===== config.mk =====
export PLATFORM = sky130hd
export DESIGN_NAME = apg_axis_pulse_profile_generator
export DESIGN_NICKNAME = d
export VERILOG_FILES = /design/src/apg_pkg.sv /design/src/apg_axis_pulse_profile_generator.sv
export SDC_FILE = /design/constraint.sdc
export NUM_CORES = 2
export LEC_CHECK = 0
export ABC_AREA = 1
export BUFFER_PORTS_ARGS = -buffer_cell sky130_fd_sc_hd__buf_2
export CAP_MARGIN = 20
export CELL_PAD_IN_SITES_DETAIL_PLACEMENT = 1
export CELL_PAD_IN_SITES_GLOBAL_PLACEMENT = 1
export CORE_MARGIN = 4
export CORE_UTILIZATION = 48
export CTS_CLUSTER_DIAMETER = 120
export CTS_CLUSTER_SIZE = 10
export DETAILED_ROUTE_END_ITERATION = 16
export PLACE_DENSITY = 0.89
export SKIP_LAST_GASP = 1
export SYNTH_ARGS = -nofsm -noshare
export SYNTH_HDL_FRONTEND = slang
export SYNTH_SLANG_ARGS = --single-unit

===== constraint.sdc =====
create_clock -name clock_in -period 7.1 [get_ports clock_in]
set_clock_uncertainty 0.2 [all_clocks]
set_input_delay 0.355 -clock clock_in [delete_from_list [all_inputs] [get_ports clock_in]]
set_output_delay 0.355 -clock clock_in [all_outputs]
set_load 0.005 [all_outputs]

===== src/apg_pkg.sv =====
// Purpose: constants, register map and types of the axis pulse profile generator
// Assumes: 200 MHz clock, AHB-Lite word registers
// Notes: speed is a phase increment per clock; one pulse per phase wrap
`default_nettype none
package apg_pkg;
	localparam int AXN = 4;
	localparam int INN = 4;
	localparam int CW = 24;
	localparam int SW = 16;
	localparam int PW = 24;
	// register byte offsets
	localparam logic [7:0] A_CMD = 8'h00;
	localparam logic [7:0] A_MODE1 = 8'h04;
	localparam logic [7:0] A_MODE2 = 8'h08;
	localparam logic [7:0] A_PROF = 8'h0C;
	localparam logic [7:0] A_OUT = 8'h10;
	localparam logic [7:0] A_INTP = 8'h14;
	localparam logic [7:0] A_DATA = 8'h18;
	localparam logic [7:0] A_AXSEL = 8'h1C;
	localparam logic [7:0] A_INIT = 8'h20;
	localparam logic [7:0] A_DRV = 8'h24;
	localparam logic [7:0] A_ACC = 8'h28;
	localparam logic [7:0] A_PCNT = 8'h2C;
	localparam logic [7:0] A_OFS = 8'h30;
	localparam logic [7:0] A_MDP = 8'h34;
	localparam logic [7:0] A_DEC = 8'h38;
	localparam logic [7:0] A_ST_RUN = 8'h40;
	localparam logic [7:0] A_ST_AX = 8'h44;
	localparam logic [7:0] A_ST_CNT = 8'h48;
	localparam logic [7:0] A_ST_SPD = 8'h4C;
	localparam logic [7:0] A_ST_IN = 8'h50;
	// command codes
	localparam logic [7:0] C_SET_DEC = 8'h03;
	localparam logic [7:0] C_FIX_P = 8'h20;
	localparam logic [7:0] C_FIX_N = 8'h21;
	localparam logic [7:0] C_CON_P = 8'h22;
	localparam logic [7:0] C_CON_N = 8'h23;
	localparam logic [7:0] C_DSTOP = 8'h26;
	localparam logic [7:0] C_SSTOP = 8'h27;
	// field positions
	localparam int F_CODE = 8;
	localparam int F_RSEL = 4;
	localparam int M1_EN = 0;
	localparam int M1_LVL = 4;
	localparam int M1_SUD = 8;
	localparam int M2_SWSEL = 0;
	localparam int M2_FMT = 1;
	localparam int M2_INV = 2;
	localparam int P_MAN = 0;
	localparam int P_SEP = 1;
	localparam int P_SCUR = 2;
	// reset values
	localparam logic [CW-1:0] OFS_RST = 24'h000008;
	localparam logic [SW-1:0] AC_START = 16'h0001;
	// speed update tick
	localparam int CLK_NS = 5;
	localparam int TICK_NS = 10000;
	localparam int TICK_CYC = TICK_NS / CLK_NS;
	localparam logic [11:0] TICK_LAST = 12'(TICK_CYC - 1);
	typedef enum logic [1:0] {ST_IDLE, ST_ACC, ST_RUN, ST_DEC} apg_state_e;
endpackage : apg_pkg
`default_nettype wire


===== src/apg_axis_pulse_profile_generator.sv =====
// Purpose: four-axis pulse profile generator with AHB-Lite register slave
// Assumes: single word transfers; hready_in is this slave's hreadyout
// Notes: reads take one wait state, writes none
// Summary of operation
// each of four axes runs trapezoid or S-curve ramps, shared or separate rates.
// writable command, three mode, output and interpolation mode registers; readable status.
// every axis drives either a preset pulse count or endlessly.
// pulse signalling format chosen by a jumper pin or a register bit.
// host loads all parameters first; the axis then runs alone.
// fixed drive stops once emitted pulses equal the commanded count.
// a larger count written during driving extends the motion.
// a count below pulses already emitted stops output at once.
// count change in S-curve may end with a truncated deceleration.
// S-curve decel starts when remaining pulses reach pulses spent accelerating.
// offset starts decel earlier; leftover offset pulses go at initial speed.
// deceleration offset resets to eight.
// continuous drive runs until stop command or external stop input.
// two stop commands: decelerating stop and sudden stop.
// four external stop inputs per axis with enable, level and mode.
// drive speed not above initial speed means constant speed, no ramps.
// host should use low constant speed where sensor sudden stops are needed.
// trapezoid ramps up counting pulses, ramps down when remaining below that.
// separate-decel select uses its own deceleration rate.
// separate decel in fixed drive needs a manual decel point.
// host sets separate-decel select, then issues decel setting command.
// decel stop ramps to initial speed then stops; sudden stop drops next pulse.
`timescale 1ns/100ps
`default_nettype none
module apg_axis_pulse_profile_generator (
	input wire logic clock_in,
	input wire logic rstn_in,
	input wire logic hsel_in,
	input wire logic [31:0] haddr_in,
	input wire logic [1:0] htrans_in,
	input wire logic hwrite_in,
	input wire logic [2:0] hsize_in,
	input wire logic [31:0] hwdata_in,
	input wire logic hready_in,
	output logic [31:0] hrdata_out,
	output logic hreadyout_out,
	output logic hresp_out,
	input wire logic [15:0] ext_stop_in,
	input wire logic fmt_jumper_in,
	output logic [3:0] pulse_a_out,
	output logic [3:0] pulse_b_out,
	output logic [7:0] gp_out
);
	localparam int CW = apg_pkg::CW;
	localparam int SW = apg_pkg::SW;
	localparam int PW = apg_pkg::PW;
	localparam int AXN = apg_pkg::AXN;

	function automatic logic [1:0] ext_act(input logic [11:0] m, input logic [3:0] pin);
		logic [3:0] act;
		act = m[apg_pkg::M1_EN +: 4] & ~(pin ^ m[apg_pkg::M1_LVL +: 4]);
		ext_act = {|(act & m[apg_pkg::M1_SUD +: 4]), |(act & ~m[apg_pkg::M1_SUD +: 4])};
	endfunction : ext_act

	// bus state and registers
	logic dp_wr_reg, dp_wr_next, dp_rd_reg, dp_rd_next, rdy_reg, rdy_next;
	logic [7:0] dp_addr_reg, dp_addr_next;
	logic [31:0] rd_reg, rd_next, cmd_reg, cmd_next, data_reg, data_next;
	logic [3:0] m2_reg, m2_next;
	logic [7:0] out_reg, out_next;
	logic [15:0] intp_reg, intp_next;
	logic [5:0] axsel_reg, axsel_next;
	logic [11:0] m1_reg [AXN];
	logic [11:0] m1_next [AXN];
	logic [2:0] pm_reg [AXN];
	logic [2:0] pm_next [AXN];
	logic [SW-1:0] init_reg [AXN];
	logic [SW-1:0] init_next [AXN];
	logic [SW-1:0] drv_reg [AXN];
	logic [SW-1:0] drv_next [AXN];
	logic [SW-1:0] acc_reg [AXN];
	logic [SW-1:0] acc_next [AXN];
	logic [SW-1:0] dec_reg [AXN];
	logic [SW-1:0] dec_next [AXN];
	logic [CW-1:0] pcnt_reg [AXN];
	logic [CW-1:0] pcnt_next [AXN];
	logic [CW-1:0] ofs_reg [AXN];
	logic [CW-1:0] ofs_next [AXN];
	logic [CW-1:0] mdp_reg [AXN];
	logic [CW-1:0] mdp_next [AXN];
	// tick divider, synchronisers, pulse outputs
	logic [11:0] div_reg, div_next;
	logic tick_reg, tick_next;
	logic [16:0] s1_reg, s1_next, s2_reg, s2_next;
	logic [3:0] pa_reg, pa_next, pb_reg, pb_next;
	// per-axis views
	wire logic run_w [AXN];
	wire logic msb_w [AXN];
	wire logic dir_w [AXN];
	wire logic [CW-1:0] cnt_w [AXN];
	wire logic [SW-1:0] spd_w [AXN];
	wire logic [4:0] stat_w [AXN];
	wire logic cmd_v;
	wire logic [7:0] cmd_code;
	wire logic [3:0] cmd_mask;
	wire logic [1:0] rs;

	assign cmd_v = dp_wr_reg && (dp_addr_reg == apg_pkg::A_CMD);
	assign cmd_code = hwdata_in[apg_pkg::F_CODE +: 8];
	assign cmd_mask = hwdata_in[3:0];
	assign rs = axsel_reg[apg_pkg::F_RSEL +: 2];

	always_comb
	begin
		dp_wr_next = 1'b0;
		dp_rd_next = dp_rd_reg;
		dp_addr_next = dp_addr_reg;
		rdy_next = rdy_reg;
		rd_next = rd_reg;
		cmd_next = cmd_reg;
		data_next = data_reg;
		m2_next = m2_reg;
		out_next = out_reg;
		intp_next = intp_reg;
		axsel_next = axsel_reg;
		m1_next = m1_reg;
		pm_next = pm_reg;
		init_next = init_reg;
		drv_next = drv_reg;
		acc_next = acc_reg;
		dec_next = dec_reg;
		pcnt_next = pcnt_reg;
		ofs_next = ofs_reg;
		mdp_next = mdp_reg;
		if (dp_rd_reg && !rdy_reg)
		begin
			rdy_next = 1'b1;
			dp_rd_next = 1'b0;
			rd_next = 32'h00000000;
			case (dp_addr_reg)
				apg_pkg::A_CMD: rd_next = cmd_reg;
				apg_pkg::A_MODE1: rd_next[11:0] = m1_reg[rs];
				apg_pkg::A_MODE2: rd_next[3:0] = m2_reg;
				apg_pkg::A_PROF: rd_next[2:0] = pm_reg[rs];
				apg_pkg::A_OUT: rd_next[7:0] = out_reg;
				apg_pkg::A_INTP: rd_next[15:0] = intp_reg;
				apg_pkg::A_DATA: rd_next = data_reg;
				apg_pkg::A_AXSEL: rd_next[5:0] = axsel_reg;
				apg_pkg::A_INIT: rd_next[SW-1:0] = init_reg[rs];
				apg_pkg::A_DRV: rd_next[SW-1:0] = drv_reg[rs];
				apg_pkg::A_ACC: rd_next[SW-1:0] = acc_reg[rs];
				apg_pkg::A_DEC: rd_next[SW-1:0] = dec_reg[rs];
				apg_pkg::A_PCNT: rd_next[CW-1:0] = pcnt_reg[rs];
				apg_pkg::A_OFS: rd_next[CW-1:0] = ofs_reg[rs];
				apg_pkg::A_MDP: rd_next[CW-1:0] = mdp_reg[rs];
				apg_pkg::A_ST_RUN: rd_next[3:0] = {run_w[3], run_w[2], run_w[1], run_w[0]};
				apg_pkg::A_ST_AX: rd_next[4:0] = stat_w[rs];
				apg_pkg::A_ST_CNT: rd_next[CW-1:0] = cnt_w[rs];
				apg_pkg::A_ST_SPD: rd_next[SW-1:0] = spd_w[rs];
				apg_pkg::A_ST_IN: rd_next[16:0] = s2_reg;
				default: rd_next = 32'h00000000;
			endcase
		end
		if (hsel_in && htrans_in[1] && hready_in)
		begin
			dp_addr_next = haddr_in[7:0];
			dp_wr_next = hwrite_in;
			dp_rd_next = !hwrite_in;
			rdy_next = hwrite_in;
		end
		if (dp_wr_reg)
		begin
			case (dp_addr_reg)
				apg_pkg::A_CMD: cmd_next = hwdata_in;
				apg_pkg::A_MODE2: m2_next = hwdata_in[3:0];
				apg_pkg::A_OUT: out_next = hwdata_in[7:0];
				apg_pkg::A_INTP: intp_next = hwdata_in[15:0];
				apg_pkg::A_DATA: data_next = hwdata_in;
				apg_pkg::A_AXSEL: axsel_next = hwdata_in[5:0];
				default: ;
			endcase
		end
		for (int a = 0; a < AXN; a++)
		begin
			if (dp_wr_reg && axsel_reg[a])
			begin
				case (dp_addr_reg)
					apg_pkg::A_MODE1: m1_next[a] = hwdata_in[11:0];
					apg_pkg::A_PROF: pm_next[a] = hwdata_in[2:0];
					apg_pkg::A_INIT: init_next[a] = hwdata_in[SW-1:0];
					apg_pkg::A_DRV: drv_next[a] = hwdata_in[SW-1:0];
					apg_pkg::A_ACC: acc_next[a] = hwdata_in[SW-1:0];
					apg_pkg::A_PCNT: pcnt_next[a] = hwdata_in[CW-1:0];
					apg_pkg::A_OFS: ofs_next[a] = hwdata_in[CW-1:0];
					apg_pkg::A_MDP: mdp_next[a] = hwdata_in[CW-1:0];
					default: ;
				endcase
			end
			if (cmd_v && cmd_mask[a] && cmd_code == apg_pkg::C_SET_DEC)
				dec_next[a] = data_reg[SW-1:0];
		end
	end

	always_ff @(posedge clock_in or negedge rstn_in)
	begin
		if (!rstn_in)
		begin
			dp_wr_reg <= 1'b0;
			dp_rd_reg <= 1'b0;
			dp_addr_reg <= 8'h00;
			rdy_reg <= 1'b1;
			rd_reg <= 32'h00000000;
			cmd_reg <= 32'h00000000;
			data_reg <= 32'h00000000;
			m2_reg <= 4'h0;
			out_reg <= 8'h00;
			intp_reg <= 16'h0000;
			axsel_reg <= 6'h00;
			for (int a = 0; a < AXN; a++)
			begin
				m1_reg[a] <= 12'h000;
				pm_reg[a] <= 3'h0;
				init_reg[a] <= 16'h0000;
				drv_reg[a] <= 16'h0000;
				acc_reg[a] <= 16'h0000;
				dec_reg[a] <= 16'h0000;
				pcnt_reg[a] <= 24'h000000;
				ofs_reg[a] <= apg_pkg::OFS_RST;
				mdp_reg[a] <= 24'h000000;
			end
		end
		else
		begin
			dp_wr_reg <= dp_wr_next;
			dp_rd_reg <= dp_rd_next;
			dp_addr_reg <= dp_addr_next;
			rdy_reg <= rdy_next;
			rd_reg <= rd_next;
			cmd_reg <= cmd_next;
			data_reg <= data_next;
			m2_reg <= m2_next;
			out_reg <= out_next;
			intp_reg <= intp_next;
			axsel_reg <= axsel_next;
			m1_reg <= m1_next;
			pm_reg <= pm_next;
			init_reg <= init_next;
			drv_reg <= drv_next;
			acc_reg <= acc_next;
			dec_reg <= dec_next;
			pcnt_reg <= pcnt_next;
			ofs_reg <= ofs_next;
			mdp_reg <= mdp_next;
		end
	end

	// speed tick, input synchronisers and pulse formatting
	always_comb
	begin
		tick_next = (div_reg == apg_pkg::TICK_LAST);
		div_next = tick_next ? 12'h000 : div_reg + 12'h001;
		s1_next = {fmt_jumper_in, ext_stop_in};
		s2_next = s1_reg;
		for (int a = 0; a < AXN; a++)
		begin
			logic p, cw, inv;
			p = run_w[a] & msb_w[a];
			cw = m2_reg[apg_pkg::M2_SWSEL] ? m2_reg[apg_pkg::M2_FMT] : s2_reg[16];
			inv = m2_reg[apg_pkg::M2_INV];
			pa_next[a] = (cw ? (p & ~dir_w[a]) : p) ^ inv;
			pb_next[a] = cw ? ((p & dir_w[a]) ^ inv) : dir_w[a];
		end
	end

	always_ff @(posedge clock_in or negedge rstn_in)
	begin
		if (!rstn_in)
		begin
			div_reg <= 12'h000;
			tick_reg <= 1'b0;
			s1_reg <= 17'h00000;
			s2_reg <= 17'h00000;
			pa_reg <= 4'h0;
			pb_reg <= 4'h0;
		end
		else
		begin
			div_reg <= div_next;
			tick_reg <= tick_next;
			s1_reg <= s1_next;
			s2_reg <= s2_next;
			pa_reg <= pa_next;
			pb_reg <= pb_next;
		end
	end

	for (genvar i = 0; i < AXN; i++)
	begin : g_ax
		apg_pkg::apg_state_e st_reg, st_next;
		logic [CW-1:0] cnt_reg, cnt_next, apc_reg, apc_next, rem;
		logic [PW-1:0] ph_reg, ph_next;
		logic [SW-1:0] spd_reg, spd_next, ac_reg, ac_next, rate, step;
		logic dir_reg, dir_next, con_reg, con_next, stp_reg, stp_next;
		logic [PW:0] sum;
		logic [CW:0] thr;
		logic [SW:0] up;
		logic [1:0] ex;
		logic hit, cst, sep, dtrig;

		assign run_w[i] = (st_reg != apg_pkg::ST_IDLE);
		assign msb_w[i] = ph_reg[PW-1];
		assign dir_w[i] = dir_reg;
		assign cnt_w[i] = cnt_reg;
		assign spd_w[i] = spd_reg;
		assign stat_w[i] = {stp_reg, con_reg, dir_reg, st_reg};

		always_comb
		begin
			st_next = st_reg;
			cnt_next = cnt_reg;
			apc_next = apc_reg;
			ph_next = ph_reg;
			spd_next = spd_reg;
			ac_next = ac_reg;
			dir_next = dir_reg;
			con_next = con_reg;
			stp_next = stp_reg;
			hit = cmd_v && cmd_mask[i];
			ex = ext_act(m1_reg[i], s2_reg[4*i +: 4]);
			cst = (drv_reg[i] <= init_reg[i]);
			sep = pm_reg[i][apg_pkg::P_SEP];
			rem = pcnt_reg[i] - cnt_reg;
			thr = {1'b0, apc_reg} + {1'b0, ofs_reg[i]};
			rate = (st_reg == apg_pkg::ST_DEC && sep) ? dec_reg[i] : acc_reg[i];
			step = pm_reg[i][apg_pkg::P_SCUR] ? ac_reg : rate;
			sum = {1'b0, ph_reg} + {{(PW + 1 - SW){1'b0}}, spd_reg};
			up = {1'b0, spd_reg} + {1'b0, step};
			dtrig = 1'b0;
			if (st_reg == apg_pkg::ST_IDLE)
			begin
				if (hit && cmd_code >= apg_pkg::C_FIX_P && cmd_code <= apg_pkg::C_CON_N)
				begin
					st_next = cst ? apg_pkg::ST_RUN : apg_pkg::ST_ACC;
					con_next = (cmd_code >= apg_pkg::C_CON_P);
					dir_next = cmd_code[0];
					spd_next = init_reg[i];
					ph_next = '0;
					cnt_next = '0;
					apc_next = '0;
					stp_next = 1'b0;
					ac_next = apg_pkg::AC_START;
				end
			end
			else
			begin
				ph_next = sum[PW-1:0];
				if (sum[PW])
				begin
					cnt_next = cnt_reg + 24'h000001;
					if (st_reg == apg_pkg::ST_ACC)
						apc_next = apc_reg + 24'h000001;
				end
				if ((hit && cmd_code == apg_pkg::C_DSTOP) || ex[0])
					stp_next = 1'b1;
				if ((hit && cmd_code == apg_pkg::C_SSTOP) || ex[1])
					st_next = apg_pkg::ST_IDLE;
				else if (!con_reg && cnt_reg >= pcnt_reg[i])
					st_next = apg_pkg::ST_IDLE;
				else if (cst)
				begin
					if (stp_next)
						st_next = apg_pkg::ST_IDLE;
				end
				else
				begin
					if (stp_next)
						dtrig = 1'b1;
					else if (!con_reg && (pm_reg[i][apg_pkg::P_MAN] || sep))
						dtrig = (rem <= mdp_reg[i]);
					else if (!con_reg)
						dtrig = ({1'b0, rem} <= thr);
					if (tick_reg && pm_reg[i][apg_pkg::P_SCUR] && ac_reg < rate)
						ac_next = ac_reg + 16'h0001;
					case (st_reg)
						apg_pkg::ST_ACC, apg_pkg::ST_RUN:
						begin
							if (dtrig)
							begin
								st_next = apg_pkg::ST_DEC;
								ac_next = apg_pkg::AC_START;
							end
							else if (st_reg == apg_pkg::ST_ACC && tick_reg)
							begin
								if (up >= {1'b0, drv_reg[i]})
								begin
									spd_next = drv_reg[i];
									st_next = apg_pkg::ST_RUN;
								end
								else
									spd_next = up[SW-1:0];
							end
						end
						apg_pkg::ST_DEC:
						begin
							if (!dtrig)
							begin
								st_next = apg_pkg::ST_ACC;
								ac_next = apg_pkg::AC_START;
							end
							else if (tick_reg)
							begin
								if ({1'b0, spd_reg} <= {1'b0, init_reg[i]} + {1'b0, step})
								begin
									spd_next = init_reg[i];
									if (stp_reg || con_reg)
										st_next = apg_pkg::ST_IDLE;
								end
								else
									spd_next = spd_reg - step;
							end
						end
						default: st_next = apg_pkg::ST_IDLE;
					endcase
				end
			end
		end

		always_ff @(posedge clock_in or negedge rstn_in)
		begin
			if (!rstn_in)
			begin
				st_reg <= apg_pkg::ST_IDLE;
				cnt_reg <= '0;
				apc_reg <= '0;
				ph_reg <= '0;
				spd_reg <= '0;
				ac_reg <= '0;
				dir_reg <= 1'b0;
				con_reg <= 1'b0;
				stp_reg <= 1'b0;
			end
			else
			begin
				st_reg <= st_next;
				cnt_reg <= cnt_next;
				apc_reg <= apc_next;
				ph_reg <= ph_next;
				spd_reg <= spd_next;
				ac_reg <= ac_next;
				dir_reg <= dir_next;
				con_reg <= con_next;
				stp_reg <= stp_next;
			end
		end
	end

	assign hrdata_out = rd_reg;
	assign hreadyout_out = rdy_reg;
	assign hresp_out = 1'b0;
	assign pulse_a_out = pa_reg;
	assign pulse_b_out = pb_reg;
	assign gp_out = out_reg;
endmodule : apg_axis_pulse_profile_generator
`default_nettype wire


==> summary.md <==
| Metric | Value |
|---|---|
| Biggest area consumer among synthesized cells | dfrtp_1 |
| Sequential-to-total area share from yosys stat | 0.3258 |
| Power per cell area | about 250 nW/um^2 |
| Pleak | 54.00 nW |
| Core area | approximately 200000 um^2 |
| Die area | 205000 um^2 |
| Die height | 452.7 um |
| All-Layer GR Usage | 0.4444 |
| Via count | 101300 |
| Worst vdd rail ir drop | 0.2435 mV |
| Remaining DRCs | 0 |
| Post-synth EDFFs | 0 |
| Critical path data required time | around 7.6 ns |
| First-pass GRT wire length | 678900 um |
| Hold Worst Slack | between 0.06 and 0.07 ns |
| Slew headroom | 0.06968 |
| Reg clk slew, reported paths | about 0.060 ns |
| Port bufs | ~110 |
| Final total power | 25.97 mW |
| Critical Path Fanout Max | 28 |
| Critical path arrival | ~7.4 ns |
| Clock root cell | clkbuf_16 |
| R2r startpoint | g_ax[0].st_reg[0]$_DFFE_PN0P_ |
| Most frequent cells in the layout | nand2_1 (3134), o21ai_0 (1612), inv_1 (1262) |
| Maxcap violations | 0 |
| Routed vias/inst | 6.424 |
| Die W | between 400 and 500 um |
| Unique cell type count in the Yosys netlist | about 80 |
| Sum Neg Setup Slack | 0 ns |
| Mean area per synthesized cell | slightly above 7 um^2 |
| Ys async rst share | 1.000 |
| Outcome | finished clean |
| Final nets | ~14000 |
| Detailed Route WL | 466900 um |
| CTS max path bufs | 3 |
| Rows | ~160 |
| Worst-Skew Late Latency | ~0.86 ns |
| Largest net degree at the start of global routing | around 160 |
| Gp weighted congestion | 1.095 |
| Final Hold Fails | 0 |
| Synthesized cell area | approximately 95000 um^2 |
| Top cells by area, synth | dfrtp_1 (32%), nand2_1 (12%), ha_1 (12%) |
| Share of cells above drive strength 1 | 0.05058 |
| Element type at the critical path start | flop |
| H-tree lvl count | 4 |
| Final setup fails | 0 |
| CTS Buf Count | about 140 |
| Primary FF master, synth | dfrtp_1 |
| Max Clk Rate | 146.5 MHz |
| Yosys warns | 0 |
| Antenna violations before repair | 36 |
| Top-area cell type share of the netlist area | 0.3245 |
| Wire per inst | between 20 and 30 um |
| CTS sink count | about 1200 |
| Synth Instances | roughly 13000 |
| Initial Util | 0.4849 |
| Worst Max-Slew Pin Slew | between 1 and 1.5 ns |
| Clock tree from TritonCTS | built |
| Final period utilization | 0.9615 |
| Commonest non-fill, non-tap cell in the layout | nand2_1 |
| PostCTS Resize Cnt | 0 |
| Area grow syn2layout | 8.753% |
| Detailed placement HPWL | roughly 350000 um |
| Critical hold path startpoint | hwdata_in[9] |
| Tmin final | about 7 ns |
| Syn nets | approximately 14000 |
| Post-route ant nets | 0 |
| Vias in the first global route | ~100k |
| I/O pins | 141 |
| Crit Path Class | reg2reg |
| Hold/Removal Path Class | in2reg |
| Gr ovfl total | 0 |
| Max-slew violations | 0 |
| DR iter-0 viols | about 12000 |
| RSZ-0062 raised after global routing | no |
| Critical path origin | g_ax[0].st_reg[0]$_DFFE_PN0P_ |
| Pre-antenna DRT Iters | 6 |
| Critical Path Sink Type | flop |
| Count of state elements after synthesis | around 1200 |
==> kinds of logic (layout without fill, tap and decap cells) <==
family | count (synthesis) | count (layout) | share of synthesized area
DFF | 1236 | 1236 | 0.3258
other | 1 | 30 | 0.00003950
adders and majority gates | 945 | 945 | 0.1264
muxes | 35 | 35 | 0.003730
buffers and inverters | 1858 | 1901 | 0.07493
xor gates and xnor gates | 534 | 534 | 0.04926
and+or+nand+nor | 5274 | 5274 | 0.2351
AOI/OAI and AO/OA | 3181 | 3181 | 0.1846
==> final cells by class <==
| cell class | count | area (um^2) |
|---|---|---|
| fill | 25000 | 92550 |
| multi-input combinational | 9970 | 56950 |
| sequential | 1236 | 30940 |
| inverter | 1307 | 4920 |
| clock buffer | 183 | 3771 |
| tap | 2624 | 3283 |
| timing repair buffer | 399 | 3144 |
| clock inverter | 12 | 171.4 |
| antenna | 29 | 72.57 |
==> path summary, 6_finish.rpt <==
kind | to | slack (ns) | cells after the start
worst min register to register | s2_reg[7]$_DFF_PN0_ | 0.14 | 0
worst max register to register | g_ax[0].st_reg[0]$_DFFE_PN0P_ | 0.27 | 27
worst min-delay path | g_ax[0].con_reg$_DFFE_PN0P_ | 0.06 | 4
worst max-delay path | g_ax[0].st_reg[0]$_DFFE_PN0P_ | 0.27 | 27
min in group asynchronous | g_ax[2].spd_reg[8]$_DFFE_PN0P_ | 0.51 | 3
max in group asynchronous | g_ax[0].apc_reg[19]$_DFFE_PN0P_ | 4.40 | 5
==> cell usage after synthesis, drive strengths merged (5+ instances only) <==
cell / instances
a211oi: 37
nor2: 777
inv: 1295
a22oi: 7
a221oi: 41
a21o: 48
o211ai: 54
clkinv: 12
o221ai: 25
a22o: 17
a21boi: 29
a32o: 10
o22ai: 84
o21a: 24
and3: 6
nand3: 702
nand2: 3158
fa: 24
a31oi: 49
a311oi: 5
a21oi: 921
o21bai: 40
ha: 921
or2: 31
a41oi: 10
a32oi: 5
o21ai: 1665
xor2: 399
nor3: 205
nor4: 92
o31ai: 68
nand4: 266
clkbuf: 458
a2111oi: 9
buf: 93
dfstp: 5
xnor2: 135
mux2i: 32
nor3b: 12
o2111ai: 16
nand3b: 18
dfrtp: 1231
==> power breakdown <==
| part | switching, mW | internal, mW |
|---|---|---|
| registers | 0.787 | 7.52 |
| logic | 7.25 | 3.40 |
| clock network | 3.32 | 3.70 |
==> worst max-delay path, stage by stage, from the launching register on <==
cell      delay (ns)
dfrtp_1         0.40
ha_1            0.29
nand2_2         0.39
o21ai_0         0.95
o21ai_0         0.43
ha_1            0.41
nand3_1         0.07
nand2_1         0.11
a21oi_1         0.09
o21bai_1        0.23
a21oi_1         0.11
o21bai_1        0.24
a21boi_0        0.23
o21ai_0         0.42
nand4_1         0.21
nand3b_1        0.14
nand2_1         0.07
ha_1            0.29
nand3_1         0.09
o31ai_1         0.08
a21oi_1         0.20
nand3_2         0.39
nand2_1         0.20
nand3_1         0.10
nand2_1         0.09
nand2_1         0.05
nand2_1         0.11
o21ai_0         0.10
==> repair_timing <==
action / in CTS / in global routing
endpoints found under the setup margin: 0 / 0
hold buffers: 63 / 0
hold endpoints to repair: 212 / 0
setup buffers: 0 / 0
==> per-stage QoR <==
| step | area (um^2) | utilization | instances | setup slack [ns] |
|---|---|---|---|---|
| 2_1_floorplan | 94940 | - | 13060 | 1.850 |
| 3_3_place_gp | 98370 | 0.5024 | 15460 | 0.8389 |
| 3_5_place_dp | 98430 | 0.5027 | 15460 | 0.6970 |
| 4_1_cts | 103000 | 0.5261 | 15720 | 0.6584 |
| 5_1_grt | 103200 | 0.5270 | 15730 | 0.004717 |
| 6_report | 103300 | 0.5273 | 15760 | 0.2734 |
==> metal layers <==
layer,vias to the layer above,GRT usage,wire length [um]
met5,-,0.01166,385
met4,12,0.2803,35070
met3,1332,0.1411,54310
met2,5502,0.6545,195400
met1,50310,0.5632,181700
li1,44090,-,-
Note: power is estimated with default switching activity, not from simulation.
